### src/core/pwm_cfg.svh
// Register map, field positions and reset values of the timer/PWM block
// Function
// Period matches feed 4-bit postscaler, sets flag
// Flag latched; interrupt only when enabled
// Postscale code N divides by N+1
// Unscaled match is modulator time base
// Sleep freezes count and period registers
// Prescale codes 00/01/10 divide 1/4/16
// Four 10-bit channels share one period
// Outputs set when count restarts period
// Clear output when time base equals duty
// Duty at or beyond period never clears
// Duty double buffered, loaded on match
// Software writes both duty halves before match
// Polarity bit inverts channel output
// After match: clear count, set, load
// Period is (period+1)*4*prescale clocks
// Time base is count joined with subcount
// Postscaler never touches modulator timing
// Duty registers writable at any time
// Sleep holds pin level; resume from state
// Output enable clear releases the pin
// Reset clears registers, pins become inputs; the period register resets to all ones instead
// Width beyond period leaves pin unchanged
// Match zeroes count; counts up per tick
// Reset clears count, period to all ones
// Count/control writes and reset clear scalers
// Timer counts only while on bit set
// Channel updates only while enabled; readback
`ifndef PWM_CFG_SVH
`define PWM_CFG_SVH
// Byte offsets
`define OFF_CTL     8'h00
`define OFF_CNT     8'h04
`define OFF_PER     8'h08
`define OFF_FLAG    8'h0C
`define OFF_IE      8'h10
`define CH_REGION   2'h1
`define SUB_CON     2'h0
`define SUB_DCH     2'h1
`define SUB_DCL     2'h2
// Timer control fields
`define CTL_POST_HI 6
`define CTL_POST_LO 3
`define CTL_ON      2
`define CTL_PS_HI   1
`define CTL_PS_LO   0
`define FLAG_BIT    0
// Channel control fields
`define CON_EN      7
`define CON_OE      6
`define CON_VAL     5
`define CON_POL     4
`define DCL_HI      7
`define DCL_LO      6
// Prescaler terminal counts in system clocks (4 per instruction clock)
`define PS_CODE_1   2'h0
`define PS_CODE_4   2'h1
`define PS_LAST_1   6'h03
`define PS_LAST_4   6'h0F
`define PS_LAST_16  6'h3F
// Reset values
`define RST_CNT     8'h00
`define RST_PER     8'hFF
`define RST_CTL     7'h00
`endif

### src/core/pwm_pkg.sv
// Types shared by the timer/PWM block
package pwm_pkg;
  typedef struct packed {
    logic [3:0] post;
    logic       on;
    logic [1:0] presc;
  } tb_ctl_type;
  typedef struct packed {
    logic enable;
    logic oe;
    logic pol;
  } chan_cfg_type;
endpackage

### src/core/timebase_postscaler_pwm.sv
// Period timer with pre/postscaler and four 10-bit PWM channels
//
// The register addresses and the Wishbone register port were chosen for this implementation.
`timescale 1ns/1ps
`include "pwm_cfg.svh"
module timebase_postscaler_pwm #(
  parameter int NCH = 4
) (
  // Clock and reset
  input  wire logic             clk_i,
  input  wire logic             rst_i,
  // Processor sleep
  input  wire logic             sleep_i,
  // Wishbone slave
  input  wire logic             wb_cyc_i,
  input  wire logic             wb_stb_i,
  input  wire logic             wb_we_i,
  input  wire logic [7:0]       wb_adr_i,
  input  wire logic [31:0]      wb_dat_i,
  input  wire logic [3:0]       wb_sel_i,
  output logic      [31:0]      wb_dat_o,
  output logic                  wb_ack_o,
  // Interrupt and time base
  output logic                  irq_o,
  output logic                  match_o,
  // Channel outputs
  output logic      [NCH-1:0]   pwm_o,
  output logic      [NCH-1:0]   pin_o,
  output logic      [NCH-1:0]   pin_oe_o
);
  import pwm_pkg::*;

  function automatic logic [5:0] presc_last(input logic [1:0] ps);
    if (ps == `PS_CODE_1) begin
      return `PS_LAST_1;
    end else if (ps == `PS_CODE_4) begin
      return `PS_LAST_4;
    end
    return `PS_LAST_16;
  endfunction

  // Two time base bits that count prescaled system clocks
  function automatic logic [1:0] tb_low(input logic [5:0] pc,
                                        input logic [1:0] ps);
    if (ps == `PS_CODE_1) begin
      return pc[1:0];
    end else if (ps == `PS_CODE_4) begin
      return pc[3:2];
    end
    return pc[5:4];
  endfunction

  tb_ctl_type        ctl_q;
  logic [7:0]        cnt_q;
  logic [7:0]        per_q;
  logic [5:0]        pc_q;
  logic [3:0]        post_q;
  logic              flag_q;
  logic              ie_q;
  logic              ack_q;
  logic [31:0]       dat_q;
  chan_cfg_type      cfg_q  [NCH];
  logic [7:0]        dch_q  [NCH];
  logic [1:0]        dcl_q  [NCH];
  logic [9:0]        buf_q  [NCH];
  logic [NCH-1:0]    out_q;

  // Bus decode
  logic        req;
  logic        wr;
  logic [7:0]  wd;
  logic        sel_ctl;
  logic        sel_cnt;
  logic        sel_per;
  logic        sel_flag;
  logic        sel_ie;
  logic        sel_ch;
  logic [1:0]  ch_idx;
  logic [1:0]  ch_sub;
  logic        wr_ctl;
  logic        wr_cnt;
  logic        wr_per;
  logic        wr_flag;
  logic        wr_ie;

  assign req      = wb_cyc_i & wb_stb_i & ~ack_q;
  assign wr       = req & wb_we_i & wb_sel_i[0];
  assign wd       = wb_dat_i[7:0];
  assign sel_ctl  = (wb_adr_i == `OFF_CTL);
  assign sel_cnt  = (wb_adr_i == `OFF_CNT);
  assign sel_per  = (wb_adr_i == `OFF_PER);
  assign sel_flag = (wb_adr_i == `OFF_FLAG);
  assign sel_ie   = (wb_adr_i == `OFF_IE);
  assign sel_ch   = (wb_adr_i[7:6] == `CH_REGION);
  assign ch_idx   = wb_adr_i[5:4];
  assign ch_sub   = wb_adr_i[3:2];
  assign wr_ctl   = wr & sel_ctl;
  assign wr_cnt   = wr & sel_cnt;
  assign wr_per   = wr & sel_per;
  assign wr_flag  = wr & sel_flag;
  assign wr_ie    = wr & sel_ie;

  // Timer core
  logic        run;
  logic        tick;
  logic        match;
  logic        post_hit;
  logic [9:0]  tb;
  logic [10:0] lim;
  logic        flag_d;
  logic [5:0]  pc_nx;
  logic [7:0]  cnt_nx;
  logic [9:0]  tb_nx;

  assign run      = ctl_q.on & ~sleep_i;
  assign tick     = run & (pc_q == presc_last(ctl_q.presc));
  assign match    = tick & (cnt_q == per_q);
  assign post_hit = match & (post_q == ctl_q.post);
  assign tb       = {cnt_q, tb_low(pc_q, ctl_q.presc)};
  assign lim      = {({1'b0, per_q} + 9'h001), 2'b00};
  // Hardware set wins over a software clear in the same cycle
  assign flag_d   = post_hit | (wr_flag ? wd[`FLAG_BIT] : flag_q);
  // Time base one cycle ahead, so a channel falls as the duty is reached
  assign pc_nx    = tick ? 6'h00 : pc_q + 6'h01;
  assign cnt_nx   = match ? `RST_CNT : cnt_q + {7'h00, tick};
  assign tb_nx    = {cnt_nx, tb_low(pc_nx, ctl_q.presc)};

  always_ff @(posedge clk_i) begin
    if (rst_i) begin
      ctl_q <= `RST_CTL;
      per_q <= `RST_PER;
      ie_q  <= 1'b0;
    end else begin
      if (wr_ctl) begin
        ctl_q <= wd[`CTL_POST_HI:`CTL_PS_LO];
      end
      if (wr_per) begin
        per_q <= wd;
      end
      if (wr_ie) begin
        ie_q <= wd[`FLAG_BIT];
      end
    end
  end

  always_ff @(posedge clk_i) begin
    if (rst_i || wr_ctl || wr_cnt) begin
      pc_q   <= '0;
      post_q <= '0;
    end else if (run) begin
      pc_q <= tick ? 6'h00 : pc_q + 6'h01;
      if (match) begin
        post_q <= post_hit ? 4'h0 : post_q + 4'h1;
      end
    end
  end

  always_ff @(posedge clk_i) begin
    if (rst_i) begin
      cnt_q <= `RST_CNT;
    end else if (wr_cnt) begin
      cnt_q <= wd;
    end else if (tick) begin
      cnt_q <= match ? `RST_CNT : cnt_q + 8'h01;
    end
  end

  always_ff @(posedge clk_i) begin
    if (rst_i) begin
      flag_q <= 1'b0;
    end else begin
      flag_q <= flag_d;
    end
  end

  assign irq_o   = flag_q & ie_q;
  assign match_o = match;

  // Channels
  logic [NCH-1:0] wr_con;
  logic [NCH-1:0] wr_dch;
  logic [NCH-1:0] wr_dcl;
  logic [NCH-1:0] full;
  logic [NCH-1:0] hit;
  logic [NCH-1:0] val;

  for (genvar g = 0; g < NCH; g++) begin : g_ch
    assign wr_con[g] = wr & sel_ch & (ch_idx == 2'(g)) & (ch_sub == `SUB_CON);
    assign wr_dch[g] = wr & sel_ch & (ch_idx == 2'(g)) & (ch_sub == `SUB_DCH);
    assign wr_dcl[g] = wr & sel_ch & (ch_idx == 2'(g)) & (ch_sub == `SUB_DCL);
    assign full[g]   = ({1'b0, buf_q[g]} >= lim);
    assign hit[g]    = run & (tb_nx == buf_q[g]) & ~full[g];
    assign val[g]    = out_q[g] ^ cfg_q[g].pol;
    assign pwm_o[g]  = val[g];
    assign pin_o[g]  = val[g];
    assign pin_oe_o[g] = cfg_q[g].oe;
  end

  // Duty writes are taken at any time, only the buffers are timed
  always_ff @(posedge clk_i) begin
    for (int i = 0; i < NCH; i++) begin
      if (rst_i) begin
        cfg_q[i] <= '0;
        dch_q[i] <= '0;
        dcl_q[i] <= '0;
        buf_q[i] <= '0;
      end else begin
        if (wr_con[i]) begin
          cfg_q[i] <= {wd[`CON_EN], wd[`CON_OE], wd[`CON_POL]};
        end
        if (wr_dch[i]) begin
          dch_q[i] <= wd;
        end
        if (wr_dcl[i]) begin
          dcl_q[i] <= wd[`DCL_HI:`DCL_LO];
        end
        if (match) begin
          buf_q[i] <= {dch_q[i], dcl_q[i]};
        end
      end
    end
  end

  // Output state; postscaler does not enter here
  always_ff @(posedge clk_i) begin
    for (int i = 0; i < NCH; i++) begin
      if (rst_i) begin
        out_q[i] <= 1'b0;
      end else if (cfg_q[i].enable & ~sleep_i) begin
        if (match) begin
          out_q[i] <= ({dch_q[i], dcl_q[i]} != 10'h000);
        end else if (hit[i]) begin
          out_q[i] <= 1'b0;
        end
      end
    end
  end

  // Read mux and acknowledge
  logic [7:0] ch_rd;
  logic [7:0] rd_byte;

  assign ch_rd = (ch_sub == `SUB_CON) ?
                   {cfg_q[ch_idx].enable, cfg_q[ch_idx].oe,
                    val[ch_idx], cfg_q[ch_idx].pol, 4'h0} :
                 (ch_sub == `SUB_DCH) ? dch_q[ch_idx] :
                 (ch_sub == `SUB_DCL) ? {dcl_q[ch_idx], 6'h00} :
                 8'h00;
  assign rd_byte = sel_ctl  ? {1'b0, ctl_q} :
                   sel_cnt  ? cnt_q :
                   sel_per  ? per_q :
                   sel_flag ? {7'h00, flag_q} :
                   sel_ie   ? {7'h00, ie_q} :
                   sel_ch   ? ch_rd :
                   8'h00;

  always_ff @(posedge clk_i) begin
    if (rst_i) begin
      ack_q <= 1'b0;
      dat_q <= '0;
    end else begin
      ack_q <= req;
      if (req) begin
        dat_q <= {24'h000000, rd_byte};
      end
    end
  end

  assign wb_ack_o = ack_q;
  assign wb_dat_o = dat_q;

  // Per-channel checks
  for (genvar g = 0; g < NCH; g++) begin : g_chk

  end
endmodule

### config.mk
export PLATFORM = sky130hd
export DESIGN_NAME = timebase_postscaler_pwm
export DESIGN_NICKNAME = d
export VERILOG_FILES = /design/src/core/pwm_pkg.sv /design/src/core/timebase_postscaler_pwm.sv
export VERILOG_INCLUDE_DIRS = /design/src /design/src/core
export SDC_FILE = /design/constraint.sdc
export NUM_CORES = 1
export LEC_CHECK = 0
export BUFFER_PORTS_ARGS = -buffer_cell sky130_fd_sc_hd__buf_2
export CORE_MARGIN = 3
export CORE_UTILIZATION = 55
export DETAILED_ROUTE_END_ITERATION = 10
export HOLD_SLACK_MARGIN = 0.1
export PLACE_DENSITY = 0.86
export SLEW_MARGIN = 20
export SYNTH_ARGS = -nofsm -noshare
export SYNTH_HDL_FRONTEND = slang
export SYNTH_SLANG_ARGS = --single-unit
### constraint.sdc
create_clock -name clk_i -period 4.7 [get_ports clk_i]
set_input_delay 0.705 -clock clk_i [delete_from_list [all_inputs] [get_ports clk_i]]
set_output_delay 0.705 -clock clk_i [all_outputs]
set_load 0.005 [all_outputs]
### Word-level counts from Yosys, hierarchy flattened

Memory sizes are Yosys's and may differ from the RTL's.
Cells that the tools add are included.

| operators by class | value |
|---|---|
| add/sub/neg operators | 5 |
| $mul | 0 |
| divide/modulo/power cells | 0 |
| order comparisons | 5 |
| equality and inequality tests | 18 |
| shift operators | 0 |
| mux-type cells | 91 |
| bitwise logic cells | 70 |
| reduce and logical (&&, ||, !) cells | 20 |

Operator list:

| operator | count |
|---|---|
| 2-to-1 mux 8 bit | 17 |
| 2-to-1 mux 1 bit | 53 |
| greater-or-equal comparator 10 x 11 -> 1 bit | 4 |
| AND 1 bit | 43 |
| == test 10 bit | 4 |
| 2-to-1 mux 10 bit | 4 |
| nonzero test 10 bit | 4 |
| 2-to-1 mux 6 bit | 4 |
| OR 1 bit | 17 |
| == test 8 x 4 -> 1 bit (second input constant) | 2 |
| 2-to-1 mux 2 bit | 7 |
| 2-to-1 mux 3 bit | 4 |
| AND reduction 2 bit | 5 |
| nonzero test 2 bit | 5 |
| adder 8 x 1 -> 9 bit (second input constant) | 1 |
| adder 8 x 1 -> 8 bit | 1 |
| adder 8 x 1 -> 8 bit (second input constant) | 1 |
| == test 2 x 1 -> 1 bit (second input constant) | 4 |
| == test 8 x 3 -> 1 bit (second input constant) | 1 |
| == test 8 x 5 -> 1 bit (second input constant) | 1 |
| == test 8 bit | 1 |
| zero test 8 bit | 1 |
| adder 6 x 1 -> 6 bit (second input constant) | 1 |
| == test 2 bit (second input constant) | 3 |
| other kinds (10) | 21 |

| word-level totals | value |
|---|---|
| register bits | 48 |
| latch bits | 0 |
| RAM bits | 92 |
| memory bits (read-only) | 0 |
| bits of input ports | 50 |
| output and inout bits | 47 |
| memories kept | 4 |

Memory list:

| memory | words | width | read ports | clocked after Yosys merged registers in | write ports | RTL line | RTL |
|---|---|---|---|---|---|---|---|
| buf_q | 4 | 10 | 4 | 0 | 4 | timebase_postscaler_pwm.sv:65 | `logic [9:0] buf_q [NCH];` |
| dch_q | 4 | 8 | 5 | 0 | 4 | timebase_postscaler_pwm.sv:63 | `logic [7:0] dch_q [NCH];` |
| cfg_q | 4 | 3 | 5 | 0 | 4 | timebase_postscaler_pwm.sv:62 | `chan_cfg_type cfg_q [NCH];` |
| dcl_q | 4 | 2 | 5 | 0 | 4 | timebase_postscaler_pwm.sv:64 | `logic [1:0] dcl_q [NCH];` |

### Logic depth before layout (Yosys ltp)

| logic depth | value |
|---|---|
| word-level depth | 15 |
| mapped depth | 15 |

### Least setup slack after synthesis

No wires, ideal clock.

| timing | value |
|---|---|
| path kind | reg-to-reg |
| start | register pc_q[3] |
| end | register out_q[3] |
| arrival time | 3.792 ns |
| setup slack | 0.775 ns |
| cell stages (with the launch flop) | 16 |
| period minus slack after synthesis | 3.925 ns |
| cells stage by stage | dfxtp_1 buf_2 or4_1 a221o_1 inv_2 buf_2 ha_1 ha_1 clkbuf_1 nand3_1 xnor2_1 or3b_2 a21boi_0 o21ai_0 a2111oi_2 o22ai_1 |

| on the way | value |
|---|---|
| longest elaborated chain between the ends | 11 |
| elaborated cells on any way between the ends | 16 |
| those cells by class | add/sub (2); eq/ne (2); mux (6); bitwise (4); reduce/logical (2) |

RTL lines:

| what | RTL line | RTL |
|---|---|---|
| from (decl) | timebase_postscaler_pwm.sv:56 | `logic [5:0] pc_q;` |
| from (signal assigned) | timebase_postscaler_pwm.sv:151 | `pc_q <= tick ? 6'h00 : pc_q + 6'h01;` |
| parallel branches: the longest is 11 deep, another holds adder 8 x 1 -> 8 bit | -- |  |
| to (signal, indexed assignment) | timebase_postscaler_pwm.sv:231 | `out_q[i] <= ({dch_q[i], dcl_q[i]} != 10'h000);` |
| to (decl) | timebase_postscaler_pwm.sv:66 | `logic [NCH-1:0] out_q;` |

Several ways; the timed one is not identified. The select of a mux whose other input is x is not followed.
A chain may end at the register's enable or synchronous reset.

### Final worst setup path

| timing | value |
|---|---|
| start | register pc_q[2] |
| end | register out_q[1] |

The elaborated chain is that of the path after synthesis.

==> summary.md <==
| Metric | Value |
|---|---|
| Outcome | `complete, no violations` |
| Final Instance Area | `9570 µm²` |
| MaxCap Viol Count | `0` |
| Synth Instances | `906` |
| Diode count | `0` |
| 1st-iter DRT viols | `1,012` |
| Leading area contributor after synthesis | `edfxtp_1` |
| Pre-antenna DRT Iters | `6` |
| Crit. End Element | `flop` |
| GRT Overall Usage | `27.5%` |
| Post-synth top area share | `31.3%` |
| First-pass GRT wire length | `38,100 µm` |
| Max-slew headroom | `38.5%` |
| Clk slew on worst S/H paths | `0.06 ns` |
| Clk_lat worst skew | `0.42 ns` |
| CTS Hold Buffers Added | `0` |
| Worst hold start | `wb_dat_o[0]` |
| Vias in the first global route | `6,952` |
| Io pins | `97` |
| Sinks on the clock net | `140` |
| DPL Wire Length | `17,600 µm` |
| Clock Tree Buf Depth | `2` |
| Die area | `17,600 µm²` |
| Met1 wire length | `9180 µm` |
| Reg2reg start | `pc_q[2]` |
| Worst Path Max Fanout | `9` |
| Area Overhead vs Synth | `8.29%` |
| Worst Path Arrival | `4.49 ns` |
| Die Wd | `133 µm` |
| Initial antenna violation count | `0` |
| Worst Skew | `0.0122 ns` |
| Min cycle time layout | `4.21 ns` |
| Syn avg cell area | `9.75 µm²` |
| Fillers | `1,203` |
| # setup viols final | `0` |
| ANT nets after route | `0` |
| Layout cells sized above 1 | `12.0%` |
| Leak Pwr | `0.00362 µW` |
| Post_cts resized | `0` |
| Pwr dens | `295 nW/µm²` |
| CTS tree | `built` |
| Post-CTS Setup Bufs | `0` |
| Final net count | `1,007` |
| Async set or reset register ratio after synthesis | `0%` |
| RSZ-0062 raised after global routing | `false` |
| Routability Congestion | `1.04` |
| Core Area | `15,500 µm²` |
| Met2 wire length | `11,400 µm` |
| Worst-Margin Slew | `0.918 ns` |
| Top cells by area, synth | `edfxtp_1 31%, dfxtp_1 11%, and2_1 5.5%` |
| HP Class | `reg2reg` |
| Uppermost routed layer | `met4` |
| Power consumption | `2820 µW` |
| Yosys reg bits | `140` |
| Slew Viols, Final | `0` |
| Total routed wirelength | `24,100 µm` |
| Synth warn | `0` |
| Post-Syn Area | `8830 µm²` |
| Worst setup startpoint | `pc_q[2]` |
| Largest net degree at the start of global routing | `41` |
| Met3 Wirelength | `2390 µm` |
| CTS HTree Levels | `4` |
| Post-synth cell types | `74` |
| Via count | `7,344` |
| Period utilisation layout | `89.6%` |
| Crit Path Class | `reg2reg` |
| # port buffers | `45` |
| CTS buffer count | `17` |
| GRT overflow | `0` |
| Startpoint types | `flop` |
| Seq/Total Area, Yosys | `42.1%` |
| Fmax | `237 MHz` |
| Routed len/inst | `21.1 µm` |
| Top_reg_cell synth | `edfxtp_1` |
| Setup TNS | `0 ns` |
| Area after DPL | `9020 µm²` |
| Max VDD drop | `260 µV` |
| # rows | `45` |
| Starting Density | `57.1%` |
| Critical path required time | `4.98 ns` |
| Min Hold Slack | `0.471 ns` |
| Number of remaining DRC errors | `0` |
| Post-synth EDFFs | `92` |
| Via density | `6.43` |
| DIE HEIGHT | `133 µm` |
| Final Hold Vio Count | `0` |
| Clk root buf | `clkbuf_16` |
[flip-flops by register name, summed over array words and instances, names as in the netlist, 6 cells and up]
signal,flops
buf_q,40
cfg_q,12
cnt_q,8
ctl_q,7
dch_q,32
dcl_q,8
pc_q,6
per_q,8
wb_dat_o,8
[critical path, stage by stage, from the launching register on]
cell	delay, ns
dfxtp_1	0.37
or4_1	0.54
a221o_1	0.39
inv_2	0.08
ha_1	0.20
ha_1	0.37
nand3_1	0.26
xnor2_1	0.64
o31ai_1	0.21
a221oi_1	0.29
nand4_1	0.13
o41ai_1	0.44
a31oi_1	0.14
[power by group]
part / switching (µW) / total [µW] / internal [µW] / leakage, µW
combinational: 125 / 207 / 81.4 / 0.00205
sequential: 46.8 / 1400 / 1350 / 0.00129
clock: 518 / 1220 / 703 / 0.000272
total: 690 / 2820 / 2130 / 0.00362
[kinds of logic after synthesis]
group	after synthesis	share of synthesized area [%]
adders and majority gates	38	5.38
and+or+nand+nor	368	21.8
DFF	140	42.1
muxes	28	5.20
other	1	0.0424
buffers and inverters	102	5.89
AOI/OAI and AO/OA	180	14.4
xor gates and xnor gates	49	5.17
[metal layers]
metal	track usage, %	vias up
li1	-	3321
met1	34.8	3427
met2	44.4	498
met3	5.70	98
met4	15.1	0
met5	0	-
[cell usage in the layout (no fill, tap or decap), drive strengths merged, types with 8 or more instances in the layout]
cell type,count
edfxtp,92
conb,24
clkinv,8
nand2b,15
nor2,81
mux4,14
a211o,11
and2,78
or3,8
a211oi,13
nand2,62
mux2i,11
a221oi,9
inv,24
o21ai,31
nor2b,11
nand3,30
buf,53
nor4,14
dfxtp,48
and3,13
nor3,24
ha,38
nand4,12
clkbuf,18
o21bai,12
a21oi,30
a31oi,11
o211ai,8
xnor2,25
xor2,22
[synth_stat cells (3+ instances only)]
library cell and n:
inv_1 18, a211o_1 11, a221oi_1 9, nor2b_1 11
nor3_1 24, o22ai_1 3, nand2b_1 15, a221o_1 4
o31ai_1 4, or3_1 8, mux2i_1 11, and3_1 13
a21o_1 5, nor2_1 81, dfxtp_1 48, a31oi_1 11
buf_1 6, xnor2_1 25, buf_4 35, xor2_1 22
o21ai_0 30, o311a_1 3, mux4_2 14, nand3_1 29
o21a_1 6, nand3b_1 6, o211ai_1 8, clkbuf_1 36
a211oi_1 12, o21bai_1 12, and2_1 77, buf_2 5
nand4_1 12, mux2_2 3, ha_1 38, nand2_1 62
nor4_1 14, edfxtp_1 92, a22oi_1 6, a21boi_0 4
a21oi_1 30
[final cells by class]
cell class / instances / area, µm² / area share, %
inverter: 20 / 75.1 / 0.785
sequential: 140 / 3720 / 38.9
clock inverter: 14 / 91.3 / 0.955
multi-input combinational: 687 / 4680 / 48.9
clock buffer: 18 / 450 / 4.71
tap: 211 / 264 / 2.76
timing repair buffer: 53 / 285 / 2.98
[path summary, 6_finish.rpt]
kind	endpoint	slack (ns)	depth (start not counted)
hold reg to reg	wb_dat_o[0]	0.47	2
hold / removal	wb_dat_o[0]	0.47	2
setup / recovery	out_q[1]	0.49	12
setup reg to reg	out_q[1]	0.49	12
[through the flow]
stage / instances / worst slack, ns / util (%)
after floorplan: 929 / 0.775 / -
after global placement: 1111 / 0.609 / 58.3
after detailed placement: 1111 / 0.550 / 58.3
after CTS: 1143 / 0.595 / 61.8
after global routing: 1143 / 0.153 / 61.8
final: 1143 / 0.489 / 61.8
Power figures use the tool's default switching activity.
